==> src/verilog/mss_pkg.sv <==
// Shared constants, register map and carrier types of the mass scan sequencer.
// Assumes a 10 MHz system clock and an AXI4-Lite master with 32-bit data.
//
// Operation
// - Histogram sweep measures one current per integer mass, initial to final inclusive.
// - Each current is a 32-bit float word, sent as four bytes, low byte first.
// - Any command during a scan aborts it, stops sending, empties transmit buffer.
// - Before each scan with automatic offset on, check detector offset, adding a short delay.
// - Every scan ends with one total pressure word, zero when disabled.
// - Point-count query returns final minus initial plus one, pressure word excluded.
// - Final mass is 1 to maximum and not below initial mass.
// - Initial mass is 1 to maximum and not above final mass.
// - One mass pair serves all histogram scans; first and last points sit there; readable.
// - Multiple-mass run measures list in order, repeats kept, one word each.
// - Each listed mass takes 13 readings 0.05 amu apart; largest is reported.
// - Detector and rate are latched at trigger; later changes do not apply.
// - Reading duration follows rate only; ion readings start after a settling wait, which follows any offset check.
// - Multiplier voltage setting selects collector cup or multiplier detector.
// - Automatic offset setting takes 0 or 1, and reads back 0 or 1.
// - Without any offset since power-on, first scan measures offset regardless.
// - After an abort, the aborting command is still executed.

`default_nettype none

package mss_pkg;

  // ----------------------------------------------------------------
  // Register map (byte addresses)
  // ----------------------------------------------------------------
  localparam logic [7:0] ADDR_CMD = 8'h00;
  localparam logic [7:0] ADDR_STATUS = 8'h04;
  localparam logic [7:0] ADDR_INIT = 8'h08;
  localparam logic [7:0] ADDR_FINAL = 8'h0C;
  localparam logic [7:0] ADDR_POINTS = 8'h10;
  localparam logic [7:0] ADDR_CONFIG = 8'h14;
  localparam logic [7:0] ADDR_LIST = 8'h18;

  // ----------------------------------------------------------------
  // Field positions
  // ----------------------------------------------------------------
  localparam int OP_LSB = 0;
  localparam int ARG_LSB = 16;
  localparam int IDX_LSB = 0;
  localparam int ST_BUSY_BIT = 0;
  localparam int ST_REJ_BIT = 1;
  localparam int ST_OFS_BIT = 2;
  localparam int ST_TX_BIT = 3;
  localparam int CF_AUTO_BIT = 0;
  localparam int CF_DET_BIT = 1;
  localparam int CF_TP_BIT = 2;
  localparam int CF_RATE_LSB = 8;

  // ----------------------------------------------------------------
  // Command codes
  // ----------------------------------------------------------------
  localparam logic [3:0] OP_HIST = 4'h1;
  localparam logic [3:0] OP_MULTI = 4'h2;
  localparam logic [3:0] OP_SET_INIT = 4'h3;
  localparam logic [3:0] OP_SET_FINAL = 4'h4;
  localparam logic [3:0] OP_SET_AUTO = 4'h5;
  localparam logic [3:0] OP_SET_DET = 4'h6;
  localparam logic [3:0] OP_SET_TP = 4'h7;
  localparam logic [3:0] OP_SET_RATE = 4'h8;

  // ----------------------------------------------------------------
  // Reset values
  // ----------------------------------------------------------------
  localparam logic [8:0] INIT_RST = 9'h001;
  localparam logic [8:0] FINAL_RST = 9'h041;
  localparam logic [7:0] RATE_RST = 8'h10;
  localparam logic AUTO_RST = 1'b1;
  localparam logic TP_RST = 1'b1;

  // ----------------------------------------------------------------
  // Timing and miniscan geometry
  // ----------------------------------------------------------------
  localparam int CLK_PERIOD_NS = 100;
  localparam int SETTLE_NS = 20000;
  localparam int SETTLE_CYC = (SETTLE_NS / CLK_PERIOD_NS < 1) ? 1 : SETTLE_NS / CLK_PERIOD_NS;
  localparam logic [4:0] MINI_LAST = 5'h0C;
  localparam logic [15:0] MINI_HALF = 16'h0006;
  localparam logic [15:0] STEPS_PER_AMU = 16'h0014;

  // ----------------------------------------------------------------
  // Carrier types
  // ----------------------------------------------------------------
  typedef enum logic [1:0] {
    KIND_ION = 2'b00,
    KIND_OFFSET = 2'b01,
    KIND_PRESSURE = 2'b10
  } mss_kind_type;

  // Mass position is in 0.05 amu steps
  typedef struct packed {
    mss_kind_type kind;
    logic [15:0] massStep;
    logic multiplier;
    logic [7:0] rate;
  } mss_meas_req_type;

endpackage

`default_nettype wire

==> src/verilog/mss_byte_serializer.sv <==
// Four-byte word to byte stream, low byte first, with flush.
// Assumes the sink samples txData while txValid and txReady are both high.

`default_nettype none

module mss_byte_serializer
  import mss_pkg::*;
(
  input wire logic sys_clk,
  input wire logic rst_n,
  input wire logic ce,
  input wire logic flush,
  input wire logic wordValid,
  input wire logic [31:0] wordData,
  output logic wordReady,
  output logic [7:0] txData,
  output logic txValid,
  input wire logic txReady
);

  logic [31:0] shift_ff;
  logic [2:0] left_ff;
  logic valid_ff;

  assign wordReady = (left_ff == 3'h0) && !flush;
  assign txData = shift_ff[7:0];
  assign txValid = valid_ff;

  // ----------------------------------------------------------------
  // Shifter
  // ----------------------------------------------------------------
  always_ff @(posedge sys_clk or negedge rst_n) begin
    if (!rst_n) begin
      shift_ff <= 32'h00000000;
      left_ff <= 3'h0;
      valid_ff <= 1'b0;
    end else if (ce) begin
      if (flush) begin
        left_ff <= 3'h0;
        valid_ff <= 1'b0;
      end else if (wordValid && wordReady) begin
        shift_ff <= wordData;
        left_ff <= 3'h4;
        valid_ff <= 1'b1;
      end else if (valid_ff && txReady) begin
        shift_ff <= {8'h00, shift_ff[31:8]};
        left_ff <= left_ff - 3'h1;
        valid_ff <= (left_ff != 3'h1);
      end
    end
  end

endmodule

`default_nettype wire

==> src/verilog/mass_scan_sequencer.sv <==
// Histogram and peak-locked multiple-mass scan sequencer with AXI4-Lite control.
// Assumes a measurement engine on the same clock that answers each request
// with a one-cycle measDone pulse and a float result.

`default_nettype none

module mass_scan_sequencer
  import mss_pkg::*;
#(
  parameter int MAX_MASS = 120,
  parameter int LIST_DEPTH = 20,
  parameter int SETTLE_CYCLES = SETTLE_CYC
)
(
  input wire logic sys_clk,
  input wire logic rst_n,
  input wire logic ce,
  input wire logic [7:0] s_axi_awaddr,
  input wire logic s_axi_awvalid,
  output logic s_axi_awready,
  input wire logic [31:0] s_axi_wdata,
  input wire logic [3:0] s_axi_wstrb,
  input wire logic s_axi_wvalid,
  output logic s_axi_wready,
  output logic [1:0] s_axi_bresp,
  output logic s_axi_bvalid,
  input wire logic s_axi_bready,
  input wire logic [7:0] s_axi_araddr,
  input wire logic s_axi_arvalid,
  output logic s_axi_arready,
  output logic [31:0] s_axi_rdata,
  output logic [1:0] s_axi_rresp,
  output logic s_axi_rvalid,
  input wire logic s_axi_rready,
  output mss_meas_req_type measReq,
  output logic measReqValid,
  input wire logic measDone,
  input wire logic [31:0] measData,
  output logic [7:0] txData,
  output logic txValid,
  input wire logic txReady
);

  typedef enum logic [2:0] {
    S_IDLE = 3'b000,
    S_OFFSET = 3'b001,
    S_SETTLE = 3'b010,
    S_POINT = 3'b011,
    S_WAIT = 3'b100,
    S_SEND = 3'b101,
    S_PRESS = 3'b110
  } mss_state_type;

  localparam logic [8:0] MAX_M = 9'(MAX_MASS);
  localparam logic [4:0] LIST_N = 5'(LIST_DEPTH);
  localparam logic [15:0] SETTLE_LOAD = 16'(SETTLE_CYCLES);

  // ----------------------------------------------------------------
  // Helpers
  // ----------------------------------------------------------------
  function automatic logic massOk(input logic [8:0] m);
    massOk = (m >= 9'h001) && (m <= MAX_M);
  endfunction

  // Signed-magnitude compare of two single precision values
  function automatic logic floatGt(input logic [31:0] a, input logic [31:0] b);
    if (a[31] != b[31]) begin
      floatGt = !a[31];
    end else if (!a[31]) begin
      floatGt = a[30:0] > b[30:0];
    end else begin
      floatGt = a[30:0] < b[30:0];
    end
  endfunction

  function automatic logic [31:0] strobeMask(input logic [31:0] d, input logic [3:0] s);
    strobeMask = d & {{8{s[3]}}, {8{s[2]}}, {8{s[1]}}, {8{s[0]}}};
  endfunction

  // ----------------------------------------------------------------
  // State
  // ----------------------------------------------------------------
  logic awReady_ff, wReady_ff, awHeld_ff, wHeld_ff, bValid_ff;
  logic [7:0] awAddr_ff;
  logic [31:0] wData_ff;
  logic [1:0] bResp_ff;
  logic arReady_ff, rValid_ff;
  logic [31:0] rData_ff;
  logic [1:0] rResp_ff;
  logic [8:0] init_ff, final_ff;
  logic autoOfs_ff, multiplier_ff, tpEnable_ff, rejected_ff, offsetDone_ff;
  logic [7:0] rate_ff;
  logic [8:0] list_ff [LIST_DEPTH];
  logic [4:0] listCount_ff;
  mss_state_type state_ff;
  logic isMulti_ff, lastWord_ff, detLatch_ff;
  logic [7:0] rateLatch_ff;
  logic [8:0] baseMass_ff, pointIdx_ff, lastIdx_ff;
  logic [4:0] sub_ff;
  logic [31:0] peak_ff, word_ff;
  logic [15:0] settle_ff;
  mss_meas_req_type measReq_ff;
  logic measValid_ff;

  logic wrFire, cmdFire, scanStart, abortScan, listOk, wordReady, badCmd, mapped;
  logic [31:0] wd;
  logic [3:0] op;
  logic [8:0] arg, curMass;
  logic [31:0] best;

  assign s_axi_awready = awReady_ff;
  assign s_axi_wready = wReady_ff;
  assign s_axi_bvalid = bValid_ff;
  assign s_axi_bresp = bResp_ff;
  assign s_axi_arready = arReady_ff;
  assign s_axi_rvalid = rValid_ff;
  assign s_axi_rdata = rData_ff;
  assign s_axi_rresp = rResp_ff;
  assign measReq = measReq_ff;
  assign measReqValid = measValid_ff;

  assign wrFire = awHeld_ff && wHeld_ff && !bValid_ff;
  assign wd = wData_ff;
  assign op = wd[OP_LSB +: 4];
  assign arg = wd[ARG_LSB +: 9];
  assign cmdFire = wrFire && (awAddr_ff == ADDR_CMD);
  assign mapped = (awAddr_ff == ADDR_CMD) || (awAddr_ff == ADDR_STATUS) ||
                  (awAddr_ff == ADDR_LIST);

  // ----------------------------------------------------------------
  // AXI4-Lite write channel
  // ----------------------------------------------------------------
  always_ff @(posedge sys_clk or negedge rst_n) begin
    if (!rst_n) begin
      awReady_ff <= 1'b1;
      wReady_ff <= 1'b1;
      awHeld_ff <= 1'b0;
      wHeld_ff <= 1'b0;
      bValid_ff <= 1'b0;
      awAddr_ff <= 8'h00;
      wData_ff <= 32'h00000000;
      bResp_ff <= 2'h0;
    end else if (ce) begin
      if (s_axi_awvalid && awReady_ff) begin
        awAddr_ff <= {s_axi_awaddr[7:2], 2'h0};
        awHeld_ff <= 1'b1;
        awReady_ff <= 1'b0;
      end
      if (s_axi_wvalid && wReady_ff) begin
        wData_ff <= strobeMask(s_axi_wdata, s_axi_wstrb);
        wHeld_ff <= 1'b1;
        wReady_ff <= 1'b0;
      end
      if (wrFire) begin
        awHeld_ff <= 1'b0;
        wHeld_ff <= 1'b0;
        bValid_ff <= 1'b1;
        bResp_ff <= mapped ? 2'h0 : 2'h2;
      end
      if (bValid_ff && s_axi_bready) begin
        bValid_ff <= 1'b0;
        awReady_ff <= 1'b1;
        wReady_ff <= 1'b1;
      end
    end
  end

  // ----------------------------------------------------------------
  // AXI4-Lite read channel
  // ----------------------------------------------------------------
  always_ff @(posedge sys_clk or negedge rst_n) begin
    if (!rst_n) begin
      arReady_ff <= 1'b1;
      rValid_ff <= 1'b0;
      rData_ff <= 32'h00000000;
      rResp_ff <= 2'h0;
    end else if (ce) begin
      if (s_axi_arvalid && arReady_ff) begin
        arReady_ff <= 1'b0;
        rValid_ff <= 1'b1;
        rResp_ff <= 2'h0;
        rData_ff <= 32'h00000000;
        case ({s_axi_araddr[7:2], 2'h0})
          ADDR_CMD, ADDR_LIST: rData_ff <= 32'h00000000;
          ADDR_STATUS: begin
            rData_ff[ST_BUSY_BIT] <= (state_ff != S_IDLE);
            rData_ff[ST_REJ_BIT] <= rejected_ff;
            rData_ff[ST_OFS_BIT] <= offsetDone_ff;
            rData_ff[ST_TX_BIT] <= txValid;
          end
          ADDR_INIT: rData_ff <= {23'h000000, init_ff};
          ADDR_FINAL: rData_ff <= {23'h000000, final_ff};
          ADDR_POINTS: rData_ff <= {23'h000000, final_ff - init_ff + 9'h001};
          ADDR_CONFIG: begin
            rData_ff[CF_AUTO_BIT] <= autoOfs_ff;
            rData_ff[CF_DET_BIT] <= multiplier_ff;
            rData_ff[CF_TP_BIT] <= tpEnable_ff;
            rData_ff[CF_RATE_LSB +: 8] <= rate_ff;
          end
          default: rResp_ff <= 2'h2;
        endcase
      end
      if (rValid_ff && s_axi_rready) begin
        rValid_ff <= 1'b0;
        arReady_ff <= 1'b1;
      end
    end
  end

  // ----------------------------------------------------------------
  // Command decode
  // ----------------------------------------------------------------
  always_comb begin
    listOk = (listCount_ff >= 5'h01) && (listCount_ff <= LIST_N);
    for (int i = 0; i < LIST_DEPTH; i++) begin
      if (5'(i) < listCount_ff && !massOk(list_ff[i])) begin
        listOk = 1'b0;
      end
    end
  end

  always_comb begin
    badCmd = 1'b0;
    case (op)
      OP_HIST: badCmd = 1'b0;
      OP_MULTI: badCmd = !listOk;
      OP_SET_INIT: badCmd = !massOk(arg) || (arg > final_ff);
      OP_SET_FINAL: badCmd = !massOk(arg) || (arg < init_ff);
      OP_SET_AUTO, OP_SET_TP: badCmd = (arg > 9'h001);
      OP_SET_DET, OP_SET_RATE: badCmd = 1'b0;
      default: badCmd = 1'b1;
    endcase
  end

  assign abortScan = cmdFire && (state_ff != S_IDLE || txValid);
  // Aborting command still runs in the same cycle
  assign scanStart = cmdFire && !badCmd && ((op == OP_HIST) || (op == OP_MULTI));

  // ----------------------------------------------------------------
  // Settings
  // ----------------------------------------------------------------
  always_ff @(posedge sys_clk or negedge rst_n) begin
    if (!rst_n) begin
      init_ff <= INIT_RST;
      final_ff <= FINAL_RST;
      autoOfs_ff <= AUTO_RST;
      multiplier_ff <= 1'b0;
      tpEnable_ff <= TP_RST;
      rate_ff <= RATE_RST;
      listCount_ff <= 5'h00;
    end else if (ce && cmdFire && !badCmd) begin
      case (op)
        OP_SET_INIT: init_ff <= arg;
        OP_SET_FINAL: final_ff <= arg;
        OP_SET_AUTO: autoOfs_ff <= arg[0];
        OP_SET_DET: multiplier_ff <= (arg != 9'h000);
        OP_SET_TP: tpEnable_ff <= arg[0];
        OP_SET_RATE: rate_ff <= arg[7:0];
        default: listCount_ff <= listCount_ff;
      endcase
    end else if (ce && wrFire && awAddr_ff == ADDR_LIST) begin
      if (wd[IDX_LSB +: 5] == 5'h1F) begin
        listCount_ff <= arg[4:0];
      end
    end
  end

  // Index 31 sets the list length; indexes below LIST_N load valid entries
  always_ff @(posedge sys_clk) begin
    if (ce && wrFire && awAddr_ff == ADDR_LIST && wd[IDX_LSB +: 5] < LIST_N && massOk(arg)) begin
      list_ff[wd[IDX_LSB +: 5]] <= arg;
    end
  end

  // Set wins over the write-one clear
  always_ff @(posedge sys_clk or negedge rst_n) begin
    if (!rst_n) begin
      rejected_ff <= 1'b0;
    end else if (ce) begin
      if ((cmdFire && badCmd) || (wrFire && awAddr_ff == ADDR_LIST &&
          wd[IDX_LSB +: 5] != 5'h1F && (wd[IDX_LSB +: 5] >= LIST_N || !massOk(arg)))) begin
        rejected_ff <= 1'b1;
      end else if (wrFire && awAddr_ff == ADDR_STATUS && wd[ST_REJ_BIT]) begin
        rejected_ff <= 1'b0;
      end
    end
  end

  // ----------------------------------------------------------------
  // Scan sequencer
  // ----------------------------------------------------------------
  assign curMass = isMulti_ff ? list_ff[pointIdx_ff[4:0]] : baseMass_ff + pointIdx_ff;
  assign best = (sub_ff == 5'h00 || floatGt(measData, peak_ff)) ? measData : peak_ff;

  always_ff @(posedge sys_clk or negedge rst_n) begin
    if (!rst_n) begin
      state_ff <= S_IDLE;
      isMulti_ff <= 1'b0;
      lastWord_ff <= 1'b0;
      detLatch_ff <= 1'b0;
      rateLatch_ff <= 8'h00;
      baseMass_ff <= 9'h000;
      pointIdx_ff <= 9'h000;
      lastIdx_ff <= 9'h000;
      sub_ff <= 5'h00;
      peak_ff <= 32'h00000000;
      word_ff <= 32'h00000000;
      settle_ff <= 16'h0000;
      offsetDone_ff <= 1'b0;
      measReq_ff <= '0;
      measValid_ff <= 1'b0;
    end else if (ce) begin
      if (scanStart) begin
        isMulti_ff <= (op == OP_MULTI);
        detLatch_ff <= multiplier_ff;
        rateLatch_ff <= rate_ff;
        baseMass_ff <= init_ff;
        pointIdx_ff <= 9'h000;
        lastIdx_ff <= (op == OP_MULTI) ? {4'h0, listCount_ff} - 9'h001 : final_ff - init_ff;
        sub_ff <= 5'h00;
        lastWord_ff <= 1'b0;
        settle_ff <= SETTLE_LOAD;
        measValid_ff <= 1'b0;
        if (autoOfs_ff || !offsetDone_ff) begin
          state_ff <= S_OFFSET;
          measReq_ff <= '{kind: KIND_OFFSET, massStep: 16'h0000,
                          multiplier: multiplier_ff, rate: rate_ff};
          measValid_ff <= 1'b1;
        end else begin
          state_ff <= S_SETTLE;
        end
      end else if (abortScan) begin
        state_ff <= S_IDLE;
        measValid_ff <= 1'b0;
      end else begin
        case (state_ff)
          S_IDLE: state_ff <= S_IDLE;
          S_OFFSET: begin
            if (measDone) begin
              offsetDone_ff <= 1'b1;
              measValid_ff <= 1'b0;
              state_ff <= S_SETTLE;
            end
          end
          S_SETTLE: begin
            if (settle_ff <= 16'h0001) begin
              state_ff <= S_POINT;
            end
            settle_ff <= settle_ff - 16'h0001;
          end
          S_POINT: begin
            measReq_ff.kind <= KIND_ION;
            measReq_ff.massStep <= 16'(curMass) * STEPS_PER_AMU +
                                   (isMulti_ff ? 16'(sub_ff) - MINI_HALF : 16'h0000);
            measReq_ff.multiplier <= detLatch_ff;
            measReq_ff.rate <= rateLatch_ff;
            measValid_ff <= 1'b1;
            state_ff <= S_WAIT;
          end
          S_WAIT: begin
            if (measDone) begin
              measValid_ff <= 1'b0;
              if (isMulti_ff && sub_ff != MINI_LAST) begin
                peak_ff <= best;
                sub_ff <= sub_ff + 5'h01;
                state_ff <= S_POINT;
              end else begin
                word_ff <= best;
                state_ff <= S_SEND;
              end
            end
          end
          S_SEND: begin
            if (wordReady) begin
              sub_ff <= 5'h00;
              if (lastWord_ff) begin
                state_ff <= S_IDLE;
              end else if (pointIdx_ff == lastIdx_ff) begin
                lastWord_ff <= 1'b1;
                if (tpEnable_ff) begin
                  measReq_ff.kind <= KIND_PRESSURE;
                  measValid_ff <= 1'b1;
                  state_ff <= S_PRESS;
                end else begin
                  word_ff <= 32'h00000000;
                end
              end else begin
                pointIdx_ff <= pointIdx_ff + 9'h001;
                state_ff <= S_POINT;
              end
            end
          end
          S_PRESS: begin
            if (measDone) begin
              measValid_ff <= 1'b0;
              word_ff <= measData;
              state_ff <= S_SEND;
            end
          end
          default: state_ff <= S_IDLE;
        endcase
      end
    end
  end

  // ----------------------------------------------------------------
  // Transmit path
  // ----------------------------------------------------------------
  // Only one word is staged, so the scan paces itself to the host
  mss_byte_serializer u_ser (
    .sys_clk(sys_clk),
    .rst_n(rst_n),
    .ce(ce),
    .flush(abortScan),
    .wordValid(state_ff == S_SEND),
    .wordData(word_ff),
    .wordReady(wordReady),
    .txData(txData),
    .txValid(txValid),
    .txReady(txReady)
  );

endmodule

`default_nettype wire

==> config.mk <==
export PLATFORM = sky130hd
export DESIGN_NAME = mass_scan_sequencer
export DESIGN_NICKNAME = d
export VERILOG_FILES = /design/src/verilog/mss_pkg.sv /design/src/verilog/mss_byte_serializer.sv /design/src/verilog/mass_scan_sequencer.sv
export SDC_FILE = /design/constraint.sdc
export NUM_CORES = 1
export LEC_CHECK = 0
export BUFFER_PORTS_ARGS = -buffer_cell sky130_fd_sc_hd__buf_2
export CAP_MARGIN = 20
export CELL_PAD_IN_SITES_DETAIL_PLACEMENT = 1
export CELL_PAD_IN_SITES_GLOBAL_PLACEMENT = 2
export CORE_MARGIN = 2
export CORE_UTILIZATION = 39
export CTS_CLUSTER_DIAMETER = 80
export DETAILED_ROUTE_END_ITERATION = 8
export GPL_ROUTABILITY_DRIVEN = 0
export GPL_TIMING_DRIVEN = 0
export PLACE_DENSITY = 0.85
export SYNTH_ARGS = -nofsm -noshare
export SYNTH_HDL_FRONTEND = slang
export SYNTH_SLANG_ARGS = --single-unit
==> constraint.sdc <==
create_clock -name sys_clk -period 5.69 [get_ports sys_clk]
set_input_delay 0.2845 -clock sys_clk [delete_from_list [all_inputs] [get_ports sys_clk]]
set_output_delay 0.2845 -clock sys_clk [all_outputs]
set_load 0.05 [all_outputs]
# Word level (Yosys, flattened, before mapping)
# Memories as Yosys holds them, arrays and structs flattened.
# Cells that the tools add are included.
dict set report totals {
  ff_bits 284
  ramBits 180
  in_bits 94
  output_inout_bits 78
  wordCells 468
  memories 1
}
dict set report op_classes {
  add_sub_neg 10
  multipliers 1
  order_cmp 72
  n_eq_ne 55
  mux 119
  bitwise_logic 4
  reduce_logical 165
}
# memory words word_bits read_ports rd_clocked_by_memory_dff wr line
set mem_list {}
lappend mem_list {list_ff 20 9 21 0 1 mass_scan_sequencer.sv:93} ;# logic [8:0] list_ff [LIST_DEPTH];
# cell count
set ops {}
lappend ops {{32-bit 2-to-1 mux} 10}
lappend ops {{9-bit by 1-bit >= comparator with 1-bit output, second input constant} 21}
lappend ops {{9-bit by 7-bit less-or-equal comparator with 1-bit output, second input constant} 21}
lappend ops {{32-bit case mux with 3 select lines} 1}
lappend ops {{27-bit 2-to-1 mux} 3}
lappend ops {{9-bit 2-to-1 mux} 8}
lappend ops {{1-bit logical AND} 69}
lappend ops {{16-bit 2-to-1 mux} 4}
lappend ops {{1-bit 2-to-1 mux} 57}
lappend ops {{3-bit 2-to-1 mux} 14}
lappend ops {{4-bit by 5-bit < comparator with 1-bit output, first input constant} 8}
lappend ops {{2-bit AND reduction} 19}
lappend ops {{4-bit by 3-bit inequality test with 1-bit output, second input constant} 8}
lappend ops {{8-bit case mux with 4 select lines} 1}
lappend ops {{31-bit greater-than comparator} 1}
lappend ops {{31-bit < comparator} 1}
lappend ops {{1-bit logical NOT} 27}
lappend ops {{25-bit AND} 1}
lappend ops {{25-bit 2-to-1 mux} 1}
lappend ops {{5-bit 2-to-1 mux} 5}
lappend ops {{6-bit by 3-bit == test with 1-bit output, second input constant} 4}
lappend ops {{2-bit nonzero test} 12}
lappend ops {{3-bit by 5-bit < comparator with 1-bit output, first input constant} 4}
lappend ops {{5-bit < comparator, first input constant} 4}
lappend ops {{other kinds (68)} 122}

# Depth between registers and ports, before layout
# Gate-level depths: netlist of the first run.
# An unclocked memory read counts as a cell.
dict set report depth {
  depth_word 32
  ltp_mapped 26
  depth_no_buf 25
}

# Modules after synthesis
# From an unflattened synthesis of the first run, not the netlist that was laid out.
dict set report unflattened {
  cells_unflattened 2201
  hier_area_um2 27566.4
}
# mod instances cells_each area_each_um2 seq_area_each_um2
set by_module_without_submodules {}
lappend by_module_without_submodules {mass_scan_sequencer 1 2050 25669.6 14540.2}
lappend by_module_without_submodules {mss_byte_serializer 1 151 1896.8 900.9}

# Worst setup path before layout of the first run
# No wires, ideal clock.
dict set report synth_path {
  path_type {reg2reg}
  startpoint {reg pointIdx_ff[0]}
  endpoint {reg measReq_ff (netlist bit measReq[24])}
  setup_time_ns 0.121
  arrival_time_ns 5.834
  required_time_ns 5.569
  path_slack_ns -0.265
  path_stages_with_launch 25
  n_path_buf 3
  period_less_slack_ns 5.955
  path_cell_list {dfrtp_1 clkbuf_1 buf_1 buf_1 mux4_2 mux4_2 mux2i_1 mux2i_1 ha_1 ha_1 inv_1 fa_1 inv_1 a21oi_1 o21ai_0 a21oi_1 o21ai_0 xor2_1 ha_1 nand3_1 o21a_1 a21oi_1 a21oi_1 xnor2_1 a22o_1}
}
dict set report synth_via {
  elab_chain_len 7
  elab_cells_between_ends 8
  cone_classes {add/sub: 2; mul: 1; mux: 4; memory: 1}
}
# element line
set synth_lines {}
lappend synth_lines {{start: declaration} mass_scan_sequencer.sv:98} ;# logic [8:0] baseMass_ff, pointIdx_ff, lastIdx_ff;
lappend synth_lines {{start signal: assignment} mass_scan_sequencer.sv:388} ;# pointIdx_ff <= pointIdx_ff + 9'h001;
lappend synth_lines {{9-bit adder / memory read 20 x 9 bit (equally long branches)} --}
lappend synth_lines {{9-bit 2-to-1 mux (*)} mass_scan_sequencer.sv:292} ;# assign curMass = isMulti_ff ? list_ff[pointIdx_ff[4:0]] : baseMass_ff + pointIdx_ff;
lappend synth_lines {{9-bit by 3-bit multiplier with 12-bit output (*)} mass_scan_sequencer.sv:353} ;# measReq_ff.massStep <= 16'(curMass) * STEPS_PER_AMU +
lappend synth_lines {{14-bit by 16-bit adder with 16-bit output (*)} mass_scan_sequencer.sv:353}
lappend synth_lines {{25-bit 2-to-1 mux (*)} mass_scan_sequencer.sv:336} ;# case (state_ff)
lappend synth_lines {{27-bit 2-to-1 mux (*)} mass_scan_sequencer.sv:332} ;# end else if (abortScan) begin
lappend synth_lines {{27-bit 2-to-1 mux (*)} mass_scan_sequencer.sv:313} ;# if (scanStart) begin
lappend synth_lines {{end signal: assignment} mass_scan_sequencer.sv:326} ;# measReq_ff <= '{kind: KIND_OFFSET, massStep: 16'h0000,
lappend synth_lines {{end: declaration} mass_scan_sequencer.sv:102} ;# mss_meas_req_type measReq_ff;
# Every way passes the cells marked *; elsewhere a longest branch is shown, timed or not. The select of a mux whose other input is x is not followed.
# A chain may end at the register's enable or synchronous reset.

# Final worst setup path of the first run
# Same ends and word-level chain as after synthesis.

==> results.tsv, run 1 <==
stage	metric	value	unit
place	detailedPlacementHpwl	57.21	mm
hold_path	min-delay-path-class	in -> reg	
floorplanning	io_pins	172	
critical_path	critical_path.cell_chain	buf_12, buf_6, mux4_2, mux4_2, mux2i_2, a21oi_1, ha_1, ha_1, a21o_1, a21oi_1, o21ai_0, a21oi_1, xnor2_1, ha_1, and2_1, o21ai_1, o21a_1, a21oi_2, a21oi_1, xnor2_1, a22o_1	
critical_path	cp.arrival	5.89	ns
finish	utilization	0.4702	
routing	drt_wl_total	79.61	mm
floorplanning	rows	97	
cts	ctsRootBufferMaster	sky130_fd_sc_hd__clkbuf_16	
grt	antenna_found_initial	1	
routing	wl_per_cell	22.55	µm
timing	max_freq	0.1843	GHz
critical_path	setup.worst_path.end_class	register	
power_and_ir_drop	power_per_cell_area	347.0	nW/µm²
timing	final-max-slew-violation-count	0	
synth	synthMostInstantiatedCell	sky130_fd_sc_hd__edfxtp_1	
grt	overflow	0	
cts	cts_h_tree_depth	3	
routing	dr.first_iter.drc_count	1600	
synth	synth.lib_cells_used.distinct	84	
timing	slew_headroom	0.2819	
grt	grtUsageMet3	0.03205	
grt	grt_start_max_net_pins	122	
grt	grt_pass1_wl	122.7	mm
timing	timing.final.hold_violations	0	
synth	async_reset_ff_frac	0.4848	
routing	drtAntennaViolNets	0	
cts	cts_max_path_buffers	3	
cts	cts_made_buffers	66	
synth	postSynthAreaPerCell	12.74	µm²
power_and_ir_drop	p_leak	0.01437	µW
floorplanning	initial_standard_cell_utilization_of_the_core	0.3919	
timing	final-setup-viol-count	0	
synth	synth_ff_type	sky130_fd_sc_hd__edfxtp_1	
finish	final_net_count	2745	
grt	grt-busiest-layer	met2	
synth	yosys-top-cells-area	sky130_fd_sc_hd__edfxtp_1, sky130_fd_sc_hd__dfrtp_1, sky130_fd_sc_hd__mux4_2	
cts	worst_skew_pair.late_latency	0.62	ns
power_and_ir_drop	vdd_ir_drop_max	260.1	µV
grt	global_route.usage.total	0.2221	
synth	syn_area	27350	µm²
place	portBuffers	128	
run	drv_cap	0	
floorplanning	design.core.area	69790	µm²
cts	tritoncts_num_sinks	559	
routing	drt_pass1_iterations	5	
synth	yosys.area.top_type	sky130_fd_sc_hd__edfxtp_1	
routing	routed_via_density	5.470	
routing	number_of_vias_in_the_routed_layout	19320	
grt	grtUsageMet2	0.3843	
critical_path	startpoint_type	register	
status	run_status	completed	
grt	first_global_vias	20760	
critical_path	timing.critical_path.required	6.16	ns
critical_path	timing.critical_path.slowest_cell_delay	0.61	ns
synth	synthTopCellsByCount	sky130_fd_sc_hd__edfxtp_1, sky130_fd_sc_hd__dfrtp_1, sky130_fd_sc_hd__nand2_1	
critical_path	worst_path_class_setup	reg -> reg	
critical_path	slowest_stage	sky130_fd_sc_hd__mux4_2	
grt	grt.met1_usage	0.2887	
synth	yosysTopAreaCellShare	0.3162	
finish	diodes	0	
synth	ys_seq_area_frac	0.5646	
critical_path	worst_path_dominant_cell_family	compound AO/OA/AOI/OAI gates	
floorplanning	dieWidth	268.8	µm
timing	final_period_util	0.9536	
cts	tritoncts	yes	
critical_path	critical_path.n_buffers_inverters	2	
routing	route.detailed.drc	0	
timing	hold-worst-slack	0.02880	ns
floorplanning	die_height	268.8	µm
floorplanning	floorplan.die_area	72260	µm²
cts	cts.clk_slew.worst_paths	0.06	ns
timing	worst-slew-pin-transition	1.073	ns
synth	ys_warn_count	0	
synth	register_bit_count_reported_by_yosys	559	
finish	syn_to_final_growth	19.97	%
timing	fin_crit	5.426	ns
synth	synthCells	2147	
critical_path	cp_max_fo	10	
finish	final_layout_size_suffix_gt1_frac	0.1957	
timing	finalSetupTns	0	ns
synth	count_of_flip_flops_with_a_built_in_enable_after_synthesis	288	
timing	fin_skew	0.04785	ns
critical_path	critical_path.most_common_cell	sky130_fd_sc_hd__a21oi_1	
-- registers in the layout, summed over array words and instances (netlist names), 14 cells and up --
name and count:
s_axi_rdata 16, u_ser.shift_ff 32, peak_ff 32, measReq 27, settle_ff 16, list_ff 288
wData_ff 14, word_ff 32
-- cell type report --
type                       count  area, µm²
clock inverter                26      296.5
buffer                       124      729.5
multi-input combinational   1493      11480
tap                          940       1176
fill                        7328      36970
inverter                      94      352.8
sequential                   559      15450
clock buffer                  89       1828
timing repair buffer         206       1494
-- metal layers --
| metal | part of all wire | vias to the layer above |
|---|---|---|
| met4 | 0.026 | 2 |
| met5 | 0.00020 | - |
| met2 | 0.50 | 540 |
| met1 | 0.42 | 9919 |
| li1 | - | 8728 |
| met3 | 0.047 | 126 |
-- per-stage QoR --
step                worst slack [ns]  cell area, µm²  cells  power [µW]
floorplan                    0.05219           27830   2272        6442
CTS                         0.002912           32700   3528       11480
finish                        0.2642           32810   3531       11380
detailed placement            -1.417           29790   3346        7178
global route               -0.003368           32810   3531       11880
global placement              -1.363           29640   3340        7071
-- layout by cell type, fill, tap and decap left out, types with 33 or more instances in the layout --
cell / netlist / final
sky130_fd_sc_hd__dfrtp_1: 262 / 254
sky130_fd_sc_hd__edfxtp_1: 288 / 288
sky130_fd_sc_hd__buf_2: 3 / 132
sky130_fd_sc_hd__xnor2_1: 44 / 44
sky130_fd_sc_hd__o21ai_0: 148 / 144
sky130_fd_sc_hd__dlygate4sd3_1: 0 / 66
sky130_fd_sc_hd__nor2_1: 115 / 115
sky130_fd_sc_hd__buf_4: 28 / 33
sky130_fd_sc_hd__and3_1: 42 / 42
sky130_fd_sc_hd__mux4_2: 90 / 90
sky130_fd_sc_hd__nand2_1: 190 / 190
sky130_fd_sc_hd__mux2i_1: 61 / 55
sky130_fd_sc_hd__clkbuf_1: 80 / 80
sky130_fd_sc_hd__inv_1: 94 / 94
sky130_fd_sc_hd__mux2_2: 64 / 64
sky130_fd_sc_hd__nor3_1: 45 / 45
sky130_fd_sc_hd__conb_1: 1 / 126
sky130_fd_sc_hd__ha_1: 103 / 103
sky130_fd_sc_hd__clkbuf_16: 0 / 66
sky130_fd_sc_hd__nand4_1: 35 / 35
sky130_fd_sc_hd__a21oi_1: 67 / 65
-- repair_timing --
item                                   CTS  global route
cloned                                   0             0
resized for setup                       45            18
endpoints found under the hold margin  128             0
buffers inserted                         2             1
setup endpoints to repair                9             5
hold buffers                            66             0
-- tightest hold or removal path, stage by stage --
cell	delay (ns)
sky130_fd_sc_hd__buf_2	0.12
sky130_fd_sc_hd__nand2_1	0.07
sky130_fd_sc_hd__a32o_1	0.12
-- report_power, final --
group	total, µW	internal [µW]	switching, µW
clock	4140	2380	1760
sequential	4850	4570	278
combinational	2390	1020	1370
total	11400	7970	3410
-- kinds of logic after synthesis --
family,Yosys count,synth area share
AND/OR/NAND/NOR,566,0.1019
flip-flops,559,0.5646
AO/OA/AOI/OAI,399,0.09767
multiplexers,226,0.1288
buffers and inverters,220,0.03472
adder cells (fa/ha/maj),107,0.05005
XOR/XNOR,69,0.02210
other,1,0.0001371
-- path summary, 6_finish.rpt --
kind	startpoint	to	slack [ns]	depth (start not counted)
worst max-delay path	pointIdx_ff[0]	measReq[24]	0.26	21
worst min register to register	s_axi_bresp[1]	s_axi_bresp[1]	0.47	1
worst min-delay path	s_axi_arvalid	s_axi_arready	0.03	3
max in group asynchronous	rst_n	wData_ff[20]	4.55	3
min in group asynchronous	rst_n	u_ser.shift_ff[14]	0.18	2
worst max register to register	pointIdx_ff[0]	measReq[24]	0.26	21
No activity file was read; power rests on OpenSTA's default activity.
==> run 2, diff against run 1 <==
--- a/config.mk
+++ b/config.mk
@@ -15,7 +15,7 @@
 export DETAILED_ROUTE_END_ITERATION = 8
 export GPL_ROUTABILITY_DRIVEN = 0
 export GPL_TIMING_DRIVEN = 0
-export PLACE_DENSITY = 0.85
+export PLACE_DENSITY = 0.84
 export SYNTH_ARGS = -nofsm -noshare
 export SYNTH_HDL_FRONTEND = slang
 export SYNTH_SLANG_ARGS = --single-unit
==> run 2 against run 1 <==
Net effect: critical path depth up 2; hold slack lost 0.0089 ns; worst setup slack got worse by 0.073 ns; sequential power about the same; clock-buffer cell count down 3.
==> results.tsv, run 2 (synthesis gave the netlist of run 1 again) <==
stage	metric	value	unit
critical_path	cp_max_fo	10	
timing	final-max-slew-violation-count	0	
timing	hold-worst-slack	0.01994	ns
grt	grt_pass1_wl	122.9	mm
grt	first_global_vias	20880	
critical_path	worst_path_dominant_cell_family	multiplexers	
routing	dr.first_iter.drc_count	1363	
critical_path	worst_path_class_setup	reg -> reg	
run	drv_cap	0	
power_and_ir_drop	fin_total_pwr	11580	µW
routing	wl_per_cell	22.69	µm
timing	timing.final.hold_violations	0	
floorplanning	io_pins	172	
critical_path	timing.critical_path.slowest_cell_delay	0.58	ns
floorplanning	design.core.area	69790	µm²
timing	finalSetupTns	0	ns
cts	worst_skew_pair.late_latency	0.62	ns
finish	final_layout_size_suffix_gt1_frac	0.1990	
cts	ctsRootBufferMaster	sky130_fd_sc_hd__clkbuf_16	
grt	global_route.usage.total	0.2242	
cts	cts_made_buffers	66	
timing	slew_headroom	0.2834	
critical_path	slowest_stage	sky130_fd_sc_hd__mux4_2	
cts	tritoncts_num_sinks	559	
critical_path	startpoint_type	register	
floorplanning	floorplan.die_area	72260	µm²
floorplanning	rows	97	
timing	worst-slew-pin-transition	1.075	ns
place	detailedPlacementHpwl	57.41	mm
critical_path	ff2ff_setup_slack	0.19	ns
timing	fin_skew	0.04108	ns
critical_path	setup.worst_path.end_class	register	
finish	final_net_count	2755	
finish	diodes	0	
floorplanning	initial_standard_cell_utilization_of_the_core	0.3919	
timing	fin_crit	5.499	ns
routing	number_of_vias_in_the_routed_layout	19390	
power_and_ir_drop	power_per_cell_area	351.0	nW/µm²
critical_path	cp.arrival	5.97	ns
timing	max_freq	0.1819	GHz
hold_path	min-delay-path-class	in -> reg	
critical_path	critical_path.n_buffers_inverters	4	
critical_path	timing.critical_path.required	6.16	ns
floorplanning	die_height	268.8	µm
routing	routed_via_density	5.481	
cts	cts_h_tree_depth	3	
cts	cts_max_path_buffers	3	
finish	largest_reg_flops	288	
status	run_status	completed	
critical_path	critical_path.cell_chain	clkbuf_16, buf_12, mux4_2, mux4_2, mux2i_4, mux2i_4, ha_1, ha_1, inv_1, fa_1, inv_1, a21oi_1, o21ai_2, a21oi_1, o21ai_1, xor2_1, ha_1, nand3_1, o21a_1, a21oi_2, a21oi_1, xnor2_1, a22o_1	
routing	route.detailed.drc	0	
grt	overflow	0	
finish	mostFrequentLayoutCell	sky130_fd_sc_hd__edfxtp_1	
cts	tritoncts	yes	
floorplanning	dieWidth	268.8	µm
timing	final_period_util	0.9664	
routing	drt_wl_total	80.27	mm
finish	fillCellCount	7309	
grt	grt_start_max_net_pins	110	
routing	drtAntennaViolNets	0	
grt	antenna_found_initial	5	
power_and_ir_drop	vdd_ir_drop_max	248.3	µV
finish	syn_to_final_growth	20.57	%
place	portBuffers	128	
power_and_ir_drop	p_leak	0.01446	µW
routing	drt_pass1_iterations	7	
cts	cts.clk_slew.worst_paths	0.06	ns
timing	final-setup-viol-count	0	
finish	most-common-layout-cells	sky130_fd_sc_hd__edfxtp_1, sky130_fd_sc_hd__dfrtp_1, sky130_fd_sc_hd__nand2_1	
-- run 2: cell types whose count changed in the layout (fill, tap and decap cells not counted), sizes merged --
| cell | change |
|---|---|
| clkbuf | -8 |
| clkinvlp | -2 |
| inv | -1 |
| buf | +17 |
| dlygate4sd3 | -2 |
| bufinv | +4 |
| clkinv | -1 |
-- run 2: what timing repair did --
action                                 in CTS  in global routing
endpoints found under the hold margin     146                  0
setup endpoints to repair                  10                  5
hold buffers                               64                  0
gates resized for setup                    52                 28
setup buffers                               2                 11
pin swaps                                   0                  5
cloned                                      0                  0
-- run 2: path summary, 6_finish.rpt --
check,startpoint,end,depth (start not counted)
max,pointIdx_ff[0],measReq[24],23
min,s_axi_arvalid,s_axi_rdata[7],3
min reg2reg,s_axi_bresp[1],s_axi_bresp[1],1
max in group asynchronous,rst_n,wData_ff[20],3
max reg2reg,pointIdx_ff[0],measReq[24],23
min in group asynchronous,rst_n,u_ser.shift_ff[6],2
-- run 2: cell type report --
class,count,area (µm²),share of cell area
clock inverters,26,335.3,0.01017
repair buffers,216,1577,0.04781
flip-flops and latches,559,15450,0.4686
clock buffers,86,1807,0.05479
multi-input cells,1493,11510,0.3489
plain buffers,124,770.7,0.02337
well taps,940,1176,0.03567
inverters,94,352.8,0.01070
-- run 2: layer usage --
metal | GRT usage | part of all wire | vias up
met1 | 0.2915 | 0.42 | 10010
met5 | 0 | 0.00060 | -
met2 | 0.3819 | 0.50 | 446
met4 | 0.07943 | 0.032 | 8
li1 | - | - | 8768
met3 | 0.03397 | 0.045 | 156
-- run 2: power breakdown --
group	switching (µW)	internal [µW]
logic	1390	1100
registers	285	4570
clock network	1720	2520
total	3390	8190
-- run 2: through the flow --
stage / setup WS [ns] / instances / util / cell area (µm²)
finish: 0.1913 / 3538 / 0.4725 / 32980
global route: -0.01760 / 3538 / 0.4725 / 32980
CTS: 0.04541 / 3523 / 0.4689 / 32730
detailed placement: -1.576 / 3346 / 0.4268 / 29780
global placement: -1.385 / 3340 / 0.4248 / 29640
floorplan: 0.05219 / 2272 / - / 27830
-- run 2: tightest hold or removal path, stage by stage --
cell and delay, ns:
sky130_fd_sc_hd__buf_2 0.10, sky130_fd_sc_hd__a31oi_1 0.08, sky130_fd_sc_hd__a21oi_1 0.11
==> run 3, diff against run 2 <==
--- a/config.mk
+++ b/config.mk
@@ -10,12 +10,13 @@
 export CELL_PAD_IN_SITES_DETAIL_PLACEMENT = 1
 export CELL_PAD_IN_SITES_GLOBAL_PLACEMENT = 2
 export CORE_MARGIN = 2
-export CORE_UTILIZATION = 39
+export CORE_UTILIZATION = 30
 export CTS_CLUSTER_DIAMETER = 80
+export CTS_CLUSTER_SIZE = 28
 export DETAILED_ROUTE_END_ITERATION = 8
 export GPL_ROUTABILITY_DRIVEN = 0
 export GPL_TIMING_DRIVEN = 0
-export PLACE_DENSITY = 0.84
+export PLACE_DENSITY = 0.69
 export SYNTH_ARGS = -nofsm -noshare
 export SYNTH_HDL_FRONTEND = slang
 export SYNTH_SLANG_ARGS = --single-unit
==> run 3 against run 2 <==
Net effect: worst setup slack better by 0.060 ns; register-to-register slack better by 0.06 ns; die area rose by 30%.
==> results.tsv, run 3 (synthesis gave the netlist of run 1 again) <==
stage	metric	value	unit
status	run_status	completed	
power_and_ir_drop	power_per_cell_area	313.7	nW/µm²
finish	most-common-layout-cells	sky130_fd_sc_hd__edfxtp_1, sky130_fd_sc_hd__dfrtp_1, sky130_fd_sc_hd__nand2_1	
cts	cts.clk_slew.worst_paths	0.09	ns
routing	route.detailed.drc	0	
critical_path	startpoint	pointIdx_ff[0]	
timing	final_period_util	0.9558	
floorplanning	initial_standard_cell_utilization_of_the_core	0.3034	
finish	syn_to_final_growth	18.28	%
grt	overflow	0	
grt	grt_pass1_wl	124.0	mm
finish	final_net_count	2727	
place	portBuffers	128	
finish	mostFrequentLayoutCell	sky130_fd_sc_hd__edfxtp_1	
floorplanning	die_height	305.9	µm
floorplanning	dieWidth	305.9	µm
routing	drtAntennaViolNets	0	
floorplanning	floorplan.die_area	93600	µm²
place	post_place_cells	3588	
grt	grt.met1_usage	0.2309	
cts	tritoncts	yes	
grt	first_global_vias	20180	
cts	cts_max_path_buffers	3	
critical_path	worst_path_class_setup	reg -> reg	
critical_path	worst_r2r_startpoint	pointIdx_ff[0]	
timing	worst-slew-pin-transition	1.139	ns
floorplanning	rows	110	
critical_path	setup.worst_path.end_class	register	
timing	fin_skew	0.05782	ns
timing	fin_crit	5.438	ns
floorplanning	io_pins	172	
grt	grt-busiest-layer	met2	
finish	final_layout_size_suffix_gt1_frac	0.1937	
routing	dr.first_iter.drc_count	1117	
floorplanning	design.core.area	90150	µm²
place	post-place-ws	-1.434	ns
critical_path	cp.arrival	5.89	ns
place	detailedPlacementHpwl	61.10	mm
routing	drt_wl_total	81.89	mm
finish	fillCellCount	9704	
grt	grt_start_max_net_pins	111	
critical_path	ff2ff_setup_slack	0.25	ns
grt	grtUsageMet3	0.02799	
routing	number_of_vias_in_the_routed_layout	18860	
cts	worst_skew_pair.late_latency	0.62	ns
critical_path	startpoint_type	register	
timing	final-max-slew-violation-count	0	
critical_path	setup.worst_path.end	measReq[24]	
run	drv_cap	0	
cts	tritoncts_num_sinks	559	
grt	antenna_found_initial	4	
cts	cts_h_tree_depth	2	
routing	routed_via_density	5.061	
cts	cts_made_buffers	35	
timing	final-setup-viol-count	0	
timing	max_freq	0.1839	GHz
critical_path	r2r_end	measReq[24]	
cts	ctsRootBufferMaster	sky130_fd_sc_hd__clkbuf_16	
critical_path	reg2regPathDepth	23	
critical_path	cp_max_fo	10	
power_and_ir_drop	vdd_ir_drop_max	190.6	µV
critical_path	timing.critical_path.required	6.14	ns
grt	global_route.usage.total	0.1732	
routing	wl_per_cell	21.98	µm
finish	largest_reg_flops	288	
timing	hold-worst-slack	0.01856	ns
finish	diodes	0	
hold_path	min-delay-path-class	in -> reg	
timing	slew_headroom	0.2404	
power_and_ir_drop	p_leak	0.01401	µW
timing	postLayoutSetupSlackWorst	0.2517	ns
timing	timing.final.hold_violations	0	
grt	grtUsageMet2	0.2912	
finish	final-instance-count-excl-fill	3726	
routing	drt_pass1_iterations	5	
==> run 3: cell count changes in the layout (fill, tap and decap cells not counted), sizes merged <==
cell	previous run	this run
dlygate4sd3	64	61
bufinv	6	0
clkinv	16	12
clkdlybuf4s18	0	1
inv	97	105
buf	203	207
clkbuf	159	111
==> run 3: worst min-delay path by stage <==
stage | from | endpoint | depth (start not counted)
after CTS | s_axi_wstrb[0] | wData_ff[0] | 3
after global routing | s_axi_arvalid | s_axi_rdata[7] | 3
final | s_axi_wstrb[0] | wData_ff[0] | 3
after detailed placement | rst_n | measReq[23] | 1
after floorplan | rst_n | awAddr_ff[2] | 0
after global placement | s_axi_bresp[1] | s_axi_bresp[1] | 1
==> run 3: timing repair <==
action	in CTS	in global routing
hold buffers	61	0
setup endpoints to repair	9	5
pin swaps	0	4
setup buffers	2	15
hold endpoints to repair	146	0
gates resized for setup	50	31
==> run 3: metrics by stage <==
step             TNS, ns  area [µm²]    util  total power, µW
2_1_floorplan          0       27830       -             6442
3_3_place_gp     -259.16       29940  0.3321             7137
3_5_place_dp      -8.172       30180  0.3348             7210
4_1_cts                0       32110  0.3562            10150
5_1_grt        -0.006882       32350  0.3588            10640
6_report               0       32350  0.3588            10150
==> run 3: power by group <==
part	internal, µW	switching, µW	leakage, µW
Combinational	1090	1420	0.00674
Sequential	4560	265	0.00670
Clock	1240	1570	0.000573
Total	6890	3250	0.0140
==> run 3: critical path, stage by stage, from the launching register on <==
cell and delay, ns:
sky130_fd_sc_hd__dfrtp_2 0.47, sky130_fd_sc_hd__buf_12 0.18, sky130_fd_sc_hd__buf_8 0.17, sky130_fd_sc_hd__mux4_2 0.60, sky130_fd_sc_hd__mux4_2 0.53, sky130_fd_sc_hd__mux2i_4 0.25, sky130_fd_sc_hd__mux2i_4 0.15, sky130_fd_sc_hd__ha_1 0.31
sky130_fd_sc_hd__ha_1 0.17, sky130_fd_sc_hd__inv_1 0.06, sky130_fd_sc_hd__fa_1 0.39, sky130_fd_sc_hd__inv_1 0.07, sky130_fd_sc_hd__a21oi_1 0.06, sky130_fd_sc_hd__o21ai_1 0.16, sky130_fd_sc_hd__a21oi_1 0.09, sky130_fd_sc_hd__o21ai_1 0.19
sky130_fd_sc_hd__xor2_1 0.11, sky130_fd_sc_hd__ha_1 0.33, sky130_fd_sc_hd__nand3_1 0.13, sky130_fd_sc_hd__o21a_1 0.24, sky130_fd_sc_hd__a21oi_2 0.18, sky130_fd_sc_hd__a21oi_1 0.10, sky130_fd_sc_hd__xnor2_1 0.14, sky130_fd_sc_hd__a22o_1 0.20
==> run 3: metal layers <==
metal	part of all wire	wire length, µm
met5	0.00049	40
met4	0.026	2129
met3	0.039	3223
met2	0.48	39610
met1	0.45	36890
==> run 3: layout make-up <==
class	count	area (µm²)	area share
Tap cell	1176	1471	0.04549
Sequential cell	559	15450	0.4777
Inverter	94	352.8	0.01091
Clock buffer	37	904.6	0.02796
Multi-Input combinational cell	1493	11520	0.3561
Timing Repair Buffer	219	1629	0.05036
Buffer	124	749.5	0.02317
Clock inverter	24	269.0	0.008316
